<file path="src/spc_defines.svh">
// Register offsets, field positions, reset values and the failed-trial limit for the port CSR block
`ifndef SPC_DEFINES_SVH
`define SPC_DEFINES_SVH

`define SPC_ADDR_W          16
`define SPC_OFS_ERR_STAT    16'hB158
`define SPC_OFS_CTL         16'hB15C
`define SPC_OFS_ERR_BH      16'hC000

// Error and status fields
`define SPC_ES_OUT_FAILED   25
`define SPC_ES_IN_ERR_ENC   9
`define SPC_ES_IN_ERR_STP   8
`define SPC_ES_PW_PEND      4
`define SPC_ES_UNAVAIL      3
`define SPC_ES_PORT_ERR     2
`define SPC_ES_PORT_OK      1
`define SPC_ES_UNINIT       0

// Control fields
`define SPC_CT_DISABLE      23
`define SPC_CT_OUT_EN       22
`define SPC_CT_IN_EN        21
`define SPC_CT_ERR_CHK_DIS  20
`define SPC_CT_MCAST        19
`define SPC_CT_FLOW_CTRL    18
`define SPC_CT_ENUM_B       17
`define SPC_CT_FLOW_ARB     16
`define SPC_CT_STOP_FAIL    3
`define SPC_CT_DROP_EN      2
`define SPC_CT_LOCKOUT      1
`define SPC_CT_PORT_TYPE    0

// Width codes
`define SPC_IW_LANE0        3'h0
`define SPC_IW_LANE2        3'h1
`define SPC_IW_FOUR         3'h2
`define SPC_OVR_NONE        3'h0
`define SPC_OVR_LANE0       3'h2
`define SPC_OVR_LANE2       3'h3

// Header constants
`define SPC_NEXT_PTR        16'h0000
`define SPC_FEAT_ID         16'h0007

// Fatal error after this many consecutive failed link-request trials
`define SPC_LREQ_LIMIT      3'h4
`define SPC_UNINIT_RESET    1'h1
`define SPC_SERIAL_TYPE     1'h1

`endif

</file>
<file path="src/spc_pkg.sv">
// Types shared by the port CSR block
package spc_pkg;
    // Link-side status events and levels into the register block
    typedef struct packed {
        logic       in_err_stopped;
        logic       init_done;
        logic       sym_ok;
        logic       merged;
        logic       pw_request;
        logic       lreq_fail;
        logic       lreq_good;
        logic       failed_thresh;
        logic [2:0] init_width;
        logic [1:0] width_support;
    } spc_link_type;

    // Port controls steering the datapath
    typedef struct packed {
        logic       rx_on;
        logic       tx_on;
        logic       tx_maint_only;
        logic       rx_maint_only;
        logic       err_chk_off;
        logic       mcast_fwd;
        logic       flow_ctrl;
        logic       enum_bound;
        logic       flow_arb;
        logic       drop_pkts;
        logic       stop_pkts;
        logic       lockout;
        logic [2:0] width_ovr;
    } spc_ctl_type;

    typedef enum logic [1:0] {
        SPC_UNINIT,
        SPC_OK,
        SPC_ERRSTOP
    } spc_link_st_type;
endpackage

</file>
<file path="src/spc_sync.sv">
// Two-flop synchroniser for a group of pin-level inputs
`timescale 1ns/1ps
`include "spc_defines.svh"
module spc_sync #(
    parameter int WIDTH = 1
) (
    // Clock and control
    input  wire logic             clock_i,
    input  wire logic             reset_i,
    input  wire logic             enable_i,
    // Data
    input  wire logic [WIDTH-1:0] async_i,
    output logic      [WIDTH-1:0] sync_o
);
    logic [WIDTH-1:0] stage1;

    // First stage feeds only the second
    genvar g;
    generate
        for (g = 0; g < WIDTH; g++) begin : g_bit
            always_ff @(posedge clock_i) begin
                if (reset_i) begin
                    stage1[g] <= 1'b0;
                    sync_o[g] <= 1'b0;
                end else if (enable_i) begin
                    stage1[g] <= async_i[g];
                    sync_o[g] <= stage1[g];
                end
            end
        end
    endgenerate
endmodule

</file>
<file path="src/spc_fail_cnt.sv">
// Consecutive failed link-request counter raising a fatal event
`timescale 1ns/1ps
`include "spc_defines.svh"
module spc_fail_cnt (
    // Clock and control
    input  wire logic clock_i,
    input  wire logic reset_i,
    input  wire logic enable_i,
    // Trial outcomes
    input  wire logic fail_i,
    input  wire logic good_i,
    output logic      fatal_o
);
    logic [2:0] count;
    wire  [2:0] next_count = (count == `SPC_LREQ_LIMIT) ? 3'h1 : count + 3'h1;
    wire        hit        = fail_i && (next_count == `SPC_LREQ_LIMIT);

    // Count failed trials; a good response restarts the run
    always_ff @(posedge clock_i) begin
        if (reset_i) begin
            count   <= 3'h0;
            fatal_o <= 1'b0;
        end else if (enable_i) begin
            fatal_o <= hit;
            if (good_i) begin
                count <= 3'h0;
            end else if (fail_i) begin
                count <= next_count;
            end
        end
    end
endmodule

</file>
<file path="src/spc_port_csr.sv">
// Port control and error-status registers with the error block header
// How it works
// - Input error-encountered sets whenever input error-stopped rises; write 1 clears.
// - Bit 8 reads high exactly while input is error-stopped.
// - Port-write pending bit 4 sets on a port-write need; write 1 clears.
// - Bit 3 shows the port lanes merged into another port.
// - Four consecutive failed link-request trials set fatal port error bit 2.
// - Bit 1 high while initialized, exchanging clean control symbols and port disable bit 23 is clear.
// - Bit 0 high while uninitialized, resets to 1, never with port OK.
// - Three-bit initialized width field reports lane 0, lane 2 or four lanes.
// - Three-bit width override: none, force lane 0, force lane 2.
// - Port disable bit 23 turns receivers and drivers off.
// - Output enable low sends only maintenance packets; symbols still go.
// - Input enable low accepts maintenance only, others refused.
// - Bit 20 turns off error checking and recovery.
// - Multicast-event symbols forwarded only while bit 19 is set.
// - Read-write flow control, enumeration boundary, flow arbitration bits, reset 0.
// - Stop-on-failed with output failed sets port error and stops packets.
// - Drop enable with failed threshold discards refused packets until healed.
// - Lockout stops packets both ways, refuses received ones, keeps training.
// - Port type bit 0 reads 1, a serial port.
// - Bits 31-30 report 4x and 2x support from path configuration.
// - Extended width fields at 15-14 and 13-12 are read-only zero.
// - Header reads next pointer 0x0000 and feature identifier 0x0007.
// - Output failed-encountered bit 25 sets at failed threshold; write 1 clears.
//
// The implementer's own choice: the address-and-strobe port.
`timescale 1ns/1ps
`include "spc_defines.svh"
module spc_port_csr (
    // Clock, reset, enable
    input  wire logic                       clock_i,
    input  wire logic                       reset_i,
    input  wire logic                       enable_i,
    // Register port
    input  wire logic [`SPC_ADDR_W-1:0]     addr_i,
    input  wire logic [31:0]                wdata_i,
    input  wire logic                       write_i,
    input  wire logic                       read_i,
    output logic      [31:0]                rdata_o,
    // Link-side status from pins
    input  wire spc_pkg::spc_link_type      link_i,
    // Port controls
    output spc_pkg::spc_ctl_type            ctl_o,
    output logic                            pw_pending_o,
    output logic                            fatal_o
);

    // Control register fields
    logic [2:0] width_ovr;
    logic       port_dis;
    logic       out_en;
    logic       in_en;
    logic       err_chk_dis;
    logic       mcast;
    logic       flow_ctrl;
    logic       enum_b;
    logic       flow_arb;
    logic       stop_fail;
    logic       drop_en;
    logic       lockout;
    // Sticky flags and edge-detect delays
    logic       out_failed;
    logic       in_err_enc;
    logic       pw_pend;
    logic       port_err;
    logic       in_stp_d;
    logic       failed_d;

    // Synchronised link status
    spc_pkg::spc_link_type  lk;
    spc_pkg::spc_link_st_type link_st;
    logic [$bits(spc_pkg::spc_link_type)-1:0] lk_flat;
    logic        fatal_ev;

    spc_sync #(
        .WIDTH ($bits(spc_pkg::spc_link_type))
    ) u_sync (
        .clock_i  (clock_i),
        .reset_i  (reset_i),
        .enable_i (enable_i),
        .async_i  (link_i),
        .sync_o   (lk_flat)
    );
    assign lk = spc_pkg::spc_link_type'(lk_flat);

    // Fatal-error trial counter, gated off when checking is disabled
    spc_fail_cnt u_fail (
        .clock_i  (clock_i),
        .reset_i  (reset_i),
        .enable_i (enable_i),
        .fail_i   (lk.lreq_fail && !err_chk_dis),
        .good_i   (lk.lreq_good),
        .fatal_o  (fatal_ev)
    );

    // Decode
    wire hit_stat = (addr_i == `SPC_OFS_ERR_STAT);
    wire hit_ctl  = (addr_i == `SPC_OFS_CTL);
    wire hit_bh   = (addr_i == `SPC_OFS_ERR_BH);
    wire wr_stat  = write_i && hit_stat;
    wire wr_ctl   = write_i && hit_ctl;

    // Events that set sticky flags
    wire in_stp_rise  = lk.in_err_stopped && !in_stp_d;
    wire failed_rise  = lk.failed_thresh && !failed_d;
    wire stop_fatal   = stop_fail && failed_rise;
    wire set_port_err = fatal_ev || stop_fatal;
    wire clr_of  = wr_stat && wdata_i[`SPC_ES_OUT_FAILED];
    wire clr_ie  = wr_stat && wdata_i[`SPC_ES_IN_ERR_ENC];
    wire clr_pw  = wr_stat && wdata_i[`SPC_ES_PW_PEND];
    wire clr_pe  = wr_stat && wdata_i[`SPC_ES_PORT_ERR];

    // Link state view
    wire port_ok  = lk.init_done && lk.sym_ok && !port_dis;
    assign link_st = !lk.init_done ? spc_pkg::SPC_UNINIT :
                     lk.in_err_stopped ? spc_pkg::SPC_ERRSTOP : spc_pkg::SPC_OK;

    // Status and control read words
    wire [31:0] stat_word = {6'h00, out_failed, 15'h0000,
                             in_err_enc, lk.in_err_stopped,
                             3'h0, pw_pend, lk.merged,
                             port_err, port_ok,
                             (link_st == spc_pkg::SPC_UNINIT)};
    wire [31:0] ctl_word  = {lk.width_support,
                             lk.init_done ? lk.init_width : `SPC_IW_LANE0,
                             width_ovr, port_dis, out_en, in_en,
                             err_chk_dis, mcast, flow_ctrl, enum_b, flow_arb,
                             4'h0,
                             8'h00, stop_fail, drop_en, lockout,
                             `SPC_SERIAL_TYPE};
    wire [31:0] bh_word   = {`SPC_NEXT_PTR, `SPC_FEAT_ID};
    wire [31:0] next_rdata = !read_i  ? 32'h0000_0000 :
                             hit_stat ? stat_word :
                             hit_ctl  ? ctl_word :
                             hit_bh   ? bh_word : 32'h0000_0000;

    // Width override accepts only defined codes
    wire ovr_ok = (wdata_i[26:24] == `SPC_OVR_NONE) ||
                  (wdata_i[26:24] == `SPC_OVR_LANE0) ||
                  (wdata_i[26:24] == `SPC_OVR_LANE2);

    // Control register writes
    always_ff @(posedge clock_i) begin
        if (reset_i) begin
            width_ovr   <= `SPC_OVR_NONE;
            port_dis    <= 1'b0;
            out_en      <= 1'b0;
            in_en       <= 1'b0;
            err_chk_dis <= 1'b0;
            mcast       <= 1'b0;
            {flow_ctrl, enum_b, flow_arb} <= 3'h0;
            {stop_fail, drop_en, lockout} <= 3'h0;
        end else if (enable_i && wr_ctl) begin
            if (ovr_ok) begin
                width_ovr <= wdata_i[26:24];
            end
            port_dis    <= wdata_i[`SPC_CT_DISABLE];
            out_en      <= wdata_i[`SPC_CT_OUT_EN];
            in_en       <= wdata_i[`SPC_CT_IN_EN];
            err_chk_dis <= wdata_i[`SPC_CT_ERR_CHK_DIS];
            mcast       <= wdata_i[`SPC_CT_MCAST];
            flow_ctrl   <= wdata_i[`SPC_CT_FLOW_CTRL];
            enum_b      <= wdata_i[`SPC_CT_ENUM_B];
            flow_arb    <= wdata_i[`SPC_CT_FLOW_ARB];
            stop_fail   <= wdata_i[`SPC_CT_STOP_FAIL];
            drop_en     <= wdata_i[`SPC_CT_DROP_EN];
            lockout     <= wdata_i[`SPC_CT_LOCKOUT];
        end
    end

    // Sticky flags: set wins over a clear in the same cycle
    always_ff @(posedge clock_i) begin
        if (reset_i) begin
            out_failed <= 1'b0;
            in_err_enc <= 1'b0;
            pw_pend    <= 1'b0;
            port_err   <= 1'b0;
            in_stp_d   <= 1'b0;
            failed_d   <= 1'b0;
        end else if (enable_i) begin
            in_stp_d   <= lk.in_err_stopped;
            failed_d   <= lk.failed_thresh;
            out_failed <= failed_rise || (out_failed && !clr_of);
            in_err_enc <= in_stp_rise || (in_err_enc && !clr_ie);
            pw_pend    <= lk.pw_request || (pw_pend && !clr_pw);
            port_err   <= set_port_err || (port_err && !clr_pe);
        end
    end

    // Datapath controls and read data
    always_ff @(posedge clock_i) begin
        if (reset_i) begin
            rdata_o      <= 32'h0000_0000;
            ctl_o        <= '0;
            pw_pending_o <= 1'b0;
            fatal_o      <= 1'b0;
        end else if (enable_i) begin
            rdata_o             <= next_rdata;
            ctl_o.rx_on         <= !port_dis;
            ctl_o.tx_on         <= !port_dis;
            ctl_o.tx_maint_only <= !out_en || lockout;
            ctl_o.rx_maint_only <= !in_en || lockout;
            ctl_o.err_chk_off   <= err_chk_dis;
            ctl_o.mcast_fwd     <= mcast && !port_dis;
            ctl_o.flow_ctrl     <= flow_ctrl;
            ctl_o.enum_bound    <= enum_b;
            ctl_o.flow_arb      <= flow_arb;
            ctl_o.drop_pkts     <= drop_en && lk.failed_thresh;
            ctl_o.stop_pkts     <= stop_fail && (out_failed || failed_rise);
            ctl_o.lockout       <= lockout;
            ctl_o.width_ovr     <= width_ovr;
            pw_pending_o        <= pw_pend;
            fatal_o             <= port_err;
        end
    end
endmodule

</file>
<file path="config.mk">
export PLATFORM = sky130hd
export DESIGN_NAME = spc_port_csr
export DESIGN_NICKNAME = d
export VERILOG_FILES = /design/src/spc_pkg.sv /design/src/spc_sync.sv /design/src/spc_fail_cnt.sv /design/src/spc_port_csr.sv
export VERILOG_INCLUDE_DIRS = /design/src
export SDC_FILE = /design/constraint.sdc
export NUM_CORES = 1
export LEC_CHECK = 0
export BUFFER_PORTS_ARGS = -buffer_cell sky130_fd_sc_hd__buf_2
export CAP_MARGIN = 30
export CELL_PAD_IN_SITES_DETAIL_PLACEMENT = 1
export CELL_PAD_IN_SITES_GLOBAL_PLACEMENT = 1
export CORE_MARGIN = 2
export CORE_UTILIZATION = 30
export DETAILED_ROUTE_END_ITERATION = 6
export HOLD_SLACK_MARGIN = 0.08
export PLACE_DENSITY_LB_ADDON = 0.1
export SETUP_SLACK_MARGIN = 0.2
export SLEW_MARGIN = 20
export SYNTH_ARGS = -nofsm -noshare
export SYNTH_HDL_FRONTEND = slang
export SYNTH_HIERARCHICAL = 1
export SYNTH_SLANG_ARGS = --single-unit
</file>
<file path="constraint.sdc">
create_clock -name clock_i -period 2.6 [get_ports clock_i]
set_input_delay 0.52 -clock clock_i [delete_from_list [all_inputs] [get_ports clock_i]]
set_output_delay 0.52 -clock clock_i [all_outputs]
set_load 0.01 [all_outputs]
</file>
[Yosys cells after proc, flatten, opt, wreduce, memory -nomap -nowiden]
Index checks and enable logic that the tools add are counted.
Cells by class
  equality and inequality tests: 7
  reductions and logical operators: 46
  add/sub/neg operators: 1
  mux-type cells: 10
Operators by type and width (count)
  $mux 32: 3
  $eq 16x16->1 const B: 3
  $logic_and 1x1->1: 21
  $mux 3: 5
  $logic_not 1->1: 10
  $logic_or 1x1->1: 10
  $eq 3x2->1 const B: 2
  $eq 3x3->1 const B: 2
  $mux 2: 2
  $reduce_and 2->1: 2
  $add 3x1->3 const B: 1
  $logic_not 3->1: 1
  $logic_not 2->1: 1
  $reduce_bool 2->1: 1
Word-level totals
  output and inout bits: 49
  word-level logic and storage cells: 125
  register bits: 98
  input bits: 66

[Logic depth before layout (Yosys ltp)]
Gate-level depths: netlist of run 1.
  word-level depth: 6
  mapped depth: 7
  depth with buffers taken out: 5

[Hierarchy]
Netlist of run 1, hierarchy kept.
By module, submodules not included
  spc_port_csr: cells each 291, area each 2558.7 µm², seq. area each 1181.1 µm², instances 1
  spc_sync: cells each 84, area each 943.4 µm², seq. area each 520.5 µm², instances 1
  spc_fail_cnt: cells each 24, area each 212.7 µm², seq. area each 80.1 µm², instances 1

[Least setup slack after synthesis of run 1]
Ideal clock, no wire load.
  path type: input port to flip-flop
  from: input addr_i[1]
  to: register width_ovr[0]
  library setup time: 0.079 ns
  slack: 0.033 ns
  data required time: 2.521 ns
  arrival: 2.488 ns
  path buffers: 2
  stages on the path: 6
  cell sequence: or4_1 -> clkbuf_2 -> or4_1 -> buf_2 -> or4_4 -> a211oi_2
Between the ends
  longest elaborated chain between the ends: 4
RTL lines
  start, declared: line spc_port_csr.sv:36  | input wire logic [`SPC_ADDR_W-1:0] addr_i,
  $eq 16x16->1 (no source line)
  $logic_and 1x1->1: line spc_port_csr.sv:102  | wire wr_ctl = write_i && hit_ctl;
  $logic_and 1x1->1: line spc_port_csr.sv:154  | end else if (enable_i && wr_ctl) begin
  $reduce_and 2->1 (no source line)
  end signal, assigned: line spc_port_csr.sv:146  | width_ovr <= `SPC_OVR_NONE;
  end signal, assigned: line spc_port_csr.sv:156  | width_ovr <= wdata_i[26:24];
  end, declared: line spc_port_csr.sv:50  | logic [2:0] width_ovr;
No other way between the ends.
A chain may end at the register's enable or synchronous reset.

[Worst setup path after layout of run 1]
  from: input addr_i[9]
  to: register width_ovr[0]
The elaborated chain is that of the path after synthesis.

==> results of run 1 <==
-- worst max-delay path by stage --
stage                   start                        end  cells past startpoint
floorplan           addr_i[1]  width_ovr[0]$_SDFFE_PP0P_                      6
global placement    addr_i[9]  width_ovr[0]$_SDFFE_PP0P_                      5
detailed placement  addr_i[9]  width_ovr[0]$_SDFFE_PP0P_                      5
CTS                 addr_i[9]  width_ovr[0]$_SDFFE_PP0P_                      5
global route        addr_i[9]  width_ovr[0]$_SDFFE_PP0P_                      5
finish              addr_i[9]  width_ovr[0]$_SDFFE_PP0P_                      5
-- cell usage in the layout, fill, tap and decap left out, drive strengths merged, types with 2 or more instances in the layout --
cell    instances
buf           104
dfxtp          89
nor2           43
a21oi          39
mux2i          37
nand2b         24
nand4          24
o21ai          16
clkbuf         15
nand2          13
conb            9
inv             8
nand3           5
or4             5
nand4b          4
or3b            4
o31ai           4
a311oi          4
nor4            4
a211oi          4
nor2b           3
mux2            3
o22ai           2
o211ai          2
nand3b          2
ha              2
or4b            2
and2            2
-- through the flow --
| stage | TNS (ns) | power (uW) | setup WS, ns |
|---|---|---|---|
| 2_1_floorplan | 0 | 1560 | 0.0936 |
| 3_3_place_gp | 0 | 1630 | 0.00257 |
| 3_5_place_dp | -0.0159 | 1640 | -0.0159 |
| 4_1_cts | 0 | 2980 | 0.342 |
| 5_1_grt | 0 | 3060 | 0.274 |
| 6_report | 0 | 2930 | 0.331 |
-- kinds of logic (layout without fill, tap and decap cells) --
family                   Yosys count  after routing
multiplexers                      40             40
adder cells (fa/ha/maj)            2              2
buffers and inverters             49            128
AND/OR/NAND/NOR                  141            141
other                              1              9
AO/OA/AOI/OAI                     77             77
flip-flops                        89             89
-- sequential cells by signal, summed over array words and instances (netlist names), 3 cells and up --
register and cells:
u_sync/stage1 13, u_fail/count 3, u_sync/sync_o 13, width_ovr 3, ctl_o 14, rdata_o 23
-- where the power goes --
group          internal, uW  total (uW)  switching, uW
clock network           804        1330            530
logic                  83.7         198            114
registers              1390        1400           14.8
-- area by class of cell --
class	instances	area (um^2)
clock buffer	15	308
clock inverter	1	5.00
fill	1411	7430
inverter	8	30.0
multi-input combinational	269	1710
sequential	89	1780
tap	168	210
timing repair buffer	104	586
-- layer usage --
metal  up-vias  wire length, um  part of all wire [%]  global-route usage, %
met5         -                0                     0                      0
li1       1564                -                     -                      -
met4         0              167                   1.7                   5.30
met1      1490             4960                    49                   21.2
met3        16              435                   4.3                   3.85
met2        70             4560                    45                   24.6
==> flow_summary.yaml, run 1 <==
logic_synthesis:
  syn_area_per_cell_um2: 9.31
  yosys.area_share.simple_pct: 21.0
  synth_top_area_share_pct: 48.0
  synthFlopType: "dfxtp_1"
  synth_top_family_by_area: "simple AND/OR/NAND/NOR gates"
  synth.area.top_cells: "dfxtp_1, mux2i_1, a21oi_1, nor2_1, nand2b_1"
  synth_cell_type_count: 50
  ys_ff_latch: 89
  synth_top_area_cell: "dfxtp_1"
  synth-edff-count: 0
  yosysWarnings: 6
  yosys.cell_count.top_type: "dfxtp_1"
  synth_compound_area_share_pct: 12.2
  synthMuxAreaShare_pct: 10.9
  synth_xor_xnor_area_share_pct: 0
  synth_common_cells: "dfxtp_1, nor2_1, a21oi_1, mux2i_1"
  async_flop_share_pct: 0
  synthAdderAreaFrac_pct: 0.674
  synth_area_um2: 3710
  syn_inst: 399
  ys_seq_area_share_pct: 48.0
route:
  drc: 0
  wl_per_cell_um: 15.5
  ant_nets: 0
  vias: 3140
  drtIter0Drc: 124
  wl_mm: 10.1
  vias_per_cell: 4.80
  first_pass_iters: 4
setup_path:
  cp.required_ns: 2.86
  critical_path_arrival_ns: 2.53
  max_stage_delay_ns: 0.67
  critical-path-top-delay-family: "simple AND/OR/NAND/NOR gates"
  start_kind: "input port"
  cp_slowest_cell: "or4_1"
  reg2reg_from: "err_chk_dis$_SDFFE_PP0P_"
  worstPathCellList: "buf_2 -> or4b_4 -> or4_1 -> or4_4 -> a211oi_2"
  path_max_fanout: 4
  crit_buf_inv: 1
  crit_type: "in2reg"
  r2r_cells: 4
  endpoint_kind: "flip-flop"
  rrSetupSlack_ns: 1.39
  r2r_end: "u_fail/count[2]$_SDFFE_PP0P_"
cts:
  cts_root_buf: "clkbuf_16"
  clk_latency_ns: 0.34
  htreeDepth: 3
  tritoncts.num_buffers: 9
  path_clk_slew_ns: 0.06
  holdBufCountCts: 0
  cts_resized: 0
  clockBufferDepth: 2
  clock_sinks: 89
  post_cts_buffers: 0
  cts_tree: "built"
grt:
  grt_pass1_vias: 3135
  track_usage_pct: 15.7
  grt_pass1_wl_mm: 16.1
  grt_max_degree: 45
  grt.overflow.total: 0
  antenna_found_initial: 0
placement:
  io_buffers: 89
  gp_congestion: 0.755
  placed_cells: 638
  dpl.hpwl_mm: 7.22
  dpl_cell_area_um2: 4310
min_path:
  worstHoldEndpoint: "out_failed$_SDFFE_PP0P_"
  hold-path-cell-count: 2
  min-delay-start: "wdata_i[25]"
  hold_class: "in2reg"
die:
  start_util_pct: 30.8
  die_area_um2: 13300
  rows: 40
  die_w_um: 115
  io_pins: 115
  chipHeight_um: 115
  core_um2: 12100
timing:
  rsz0062_at_grt: "no"
  hold_ws_ns: 0.406
  hold_viol_final: 0
  relSlewSlack_pct: 51.5
  period_share_pct: 87.3
  fin_crit_ns: 2.27
  drv_slew: 0
  setup_viol: 0
  worst_pin_slew_ns: 0.728
  skew_ns: 0.00457
  fmax_ghz: 0.441
finish:
  final_core_util_pct: 38.4
  syn_to_final_growth_pct: 24.6
  layout.cells.non_filler: 654
  n_antenna_cell: 0
  drive_above_1_share_pct: 27.4
  design_area_um2: 4630
  fin_nets: 549
run_status:
  status: "complete, no violations"
power:
  power.leakage_uw: 0.00191
  p_per_area_nw_per_um2: 634
  peakVddDrop_uv: 255
job:
  cap_violations: 0
No activity file was read; power rests on OpenSTA's default activity.
==> run 2, diff against run 1 <==
--- a/config.mk
+++ b/config.mk
@@ -19,5 +19,4 @@
 export SLEW_MARGIN = 20
 export SYNTH_ARGS = -nofsm -noshare
 export SYNTH_HDL_FRONTEND = slang
-export SYNTH_HIERARCHICAL = 1
 export SYNTH_SLANG_ARGS = --single-unit
==> run 2 against run 1 <==
Against the previous run:
- utilization shrank 0.51 points
- sequential share of layout area rose by 0.84 points
- cell count is 3.5% lower
- critical path depth grew 1
- setup slack improved by 0.40 ns
- critical path type unchanged
- critical endpoint unchanged
==> flow_summary.yaml, run 2 <==
run_status:
  status: "complete, no violations"
finish:
  regMostFlops: "rdata_o"
  syn_to_final_growth_pct: 24.2
  largest_reg_flops: 23
  fin_nets: 547
  largestRegisters: "rdata_o: 23 flops, ctl_o: 14 flops"
  n_antenna_cell: 0
  drive_above_1_share_pct: 27.5
  final_cell_mix: "dfxtp_1, buf_2, nor2_1"
  design_area_um2: 4530
setup_path:
  crit_buf_inv: 2
  crit_end: "width_ovr[0]$_SDFFE_PP0P_"
  path_depth: 6
  critical-path-top-delay-family: "simple AND/OR/NAND/NOR gates"
  reg2reg_from: "err_chk_dis$_SDFFE_PP0P_"
  r2r_cells: 4
  rrSetupSlack_ns: 1.09
  critical_path_arrival_ns: 2.13
  worstPathCellList: "buf_2 -> or4b_4 -> nor4_4 -> buf_12 -> nand3_1 -> a211oi_2"
  startpoint: "addr_i[10]"
  endpoint_kind: "flip-flop"
  start_kind: "input port"
  cp_slowest_cell: "or4b_4"
  crit_type: "in2reg"
  max_stage_delay_ns: 0.57
  path_max_fanout: 40
  cp.required_ns: 2.85
  r2r_end: "u_fail.count[2]$_SDFFE_PP0P_"
die:
  die_w_um: 114
  die_area_um2: 13100
  rows: 40
  io_pins: 115
  core_um2: 12000
  chipHeight_um: 114
  start_util_pct: 30.5
grt:
  grt_pass1_vias: 3103
  grt_pass1_wl_mm: 16.0
  antenna_found_initial: 1
  track_usage_pct: 15.6
  grt_max_degree: 41
  grt.overflow.total: 0
cts:
  tritoncts.num_buffers: 9
  cts_tree: "built"
  clk_latency_ns: 0.33
  cts_root_buf: "clkbuf_16"
  path_clk_slew_ns: 0.06
  clockBufferDepth: 2
  htreeDepth: 3
  post_cts_buffers: 0
  holdBufCountCts: 0
  clock_sinks: 89
  cts_resized: 0
route:
  wl_mm: 9.79
  vias: 3063
  wl_per_cell_um: 15.5
  first_pass_iters: 4
  drc: 0
  drtIter0Drc: 81
  vias_per_cell: 4.85
  ant_nets: 0
timing:
  rsz0062_at_grt: "no"
  fmax_ghz: 0.534
  layout_setup_ws_ns: 0.728
  drv_slew: 0
  timing.setup.tns_ns: 0
  fin_crit_ns: 1.87
  hold_viol_final: 0
  skew_ns: 0.00380
  period_share_pct: 72.0
  setup_viol: 0
min_path:
  hold_class: "in2reg"
  hold-path-cell-count: 2
logic_synthesis:
  async_flop_share_pct: 0
  synth_common_cells: "dfxtp_1, nor2_1, a21oi_1, mux2i_1, nand2_1"
  synth_cell_type_count: 50
  yosys.cell_count.top_type: "dfxtp_1"
  synth_area_um2: 3650
  syn_inst: 397
  synth.area.top_cells: "dfxtp_1, mux2i_1, a21oi_1, nor2_1, nand3_1"
  yosysWarnings: 0
  synth_top_area_share_pct: 48.9
  synth-edff-count: 0
  synth_top_area_cell: "dfxtp_1"
  ys_seq_area_share_pct: 48.9
  syn_area_per_cell_um2: 9.19
  synthFlopType: "dfxtp_1"
  ys_ff_latch: 89
power:
  internal_power_uw: 2310
  clockPowerShare_pct: 45.8
  seqPwrFrac_pct: 47.8
  peakVddDrop_uv: 235
  p_comb_share_pct: 6.4
  sw_frac_of_total_pct: 21.4
  switching_power_uw: 629
  p_per_area_nw_per_um2: 649
  power.leakage_uw: 0.00194
placement:
  dpl_cell_area_um2: 4220
  place_ws_ns: 0.377
  gp_congestion: 0.737
  dpl.hpwl_mm: 6.94
  io_buffers: 89
job:
  cap_violations: 0
==> run 2: changes by cell type in the layout (fill, tap and decap cells not counted), moves of 4 or more <==
cell | previous run | this run
nand3_1 | 5 | 28
clkbuf_8 | 6 | 0
o21ai_1 | 9 | 0
nand2_1 | 13 | 35
nand2b_1 | 24 | 2
o21ai_0 | 7 | 2
buf_4 | 14 | 10
a21bo_2 | 0 | 10
clkbuf_1 | 0 | 4
nor2_1 | 43 | 49
nand4_1 | 24 | 6
==> run 2: layout make-up <==
cell class | count | area (um^2)
clock buffers | 13 | 240
repair buffers | 101 | 561
well taps | 147 | 184
multi-input cells | 269 | 1660
clock inverters | 3 | 65.1
flip-flops and latches | 89 | 1780
inverters | 9 | 33.8
fillers | 1435 | 7430
==> run 2: stage by stage <==
step	power (uW)	utilization, %	hold WS, ns	instances
after floorplan	1550	-	0.419	405
after global placement	1620	35.3	0.426	615
after detailed placement	1630	35.3	0.433	615
after CTS	2990	37.9	0.412	631
after global routing	3060	37.9	0.421	631
final	2940	37.9	0.425	631
==> run 2: cell families after synthesis <==
group | Yosys count | share of synthesized area [%]
AO/OA/AOI/OAI | 77 | 14.1
XOR/XNOR | 1 | 0.240
adder cells (fa/ha/maj) | 2 | 0.686
buffers and inverters | 47 | 6.38
flip-flops | 89 | 48.9
multiplexers | 41 | 11.3
other | 1 | 0.103
AND/OR/NAND/NOR | 139 | 18.4
==> run 2: routing by layer <==
layer	part of all wire, %	global-route usage, %	wire length [um]
met1	49	20.5	4790
met2	46	25.2	4540
met3	4.0	4.08	394
met4	0.70	4.63	69
met5	0	0	0
==> run 2: power by group through the flow <==
stage	combinational [uW]	sequential, uW	clock [uW]
5_1_grt	209	1410	1440
2_1_floorplan	122	1430	0
4_1_cts	191	1400	1390
3_5_place_dp	190	1440	0
6_report	188	1410	1350
3_3_place_gp	185	1430	0
==> run 2: worst min-delay path by stage <==
stage | from | end
2_1_floorplan | in_stp_d$_SDFFE_PP0P_ | in_err_enc$_SDFFE_PP0P_
3_3_place_gp | in_stp_d$_SDFFE_PP0P_ | in_err_enc$_SDFFE_PP0P_
3_5_place_dp | in_stp_d$_SDFFE_PP0P_ | in_err_enc$_SDFFE_PP0P_
4_1_cts | wdata_i[25] | out_failed$_SDFFE_PP0P_
5_1_grt | wdata_i[25] | out_failed$_SDFFE_PP0P_
6_report | wdata_i[25] | out_failed$_SDFFE_PP0P_
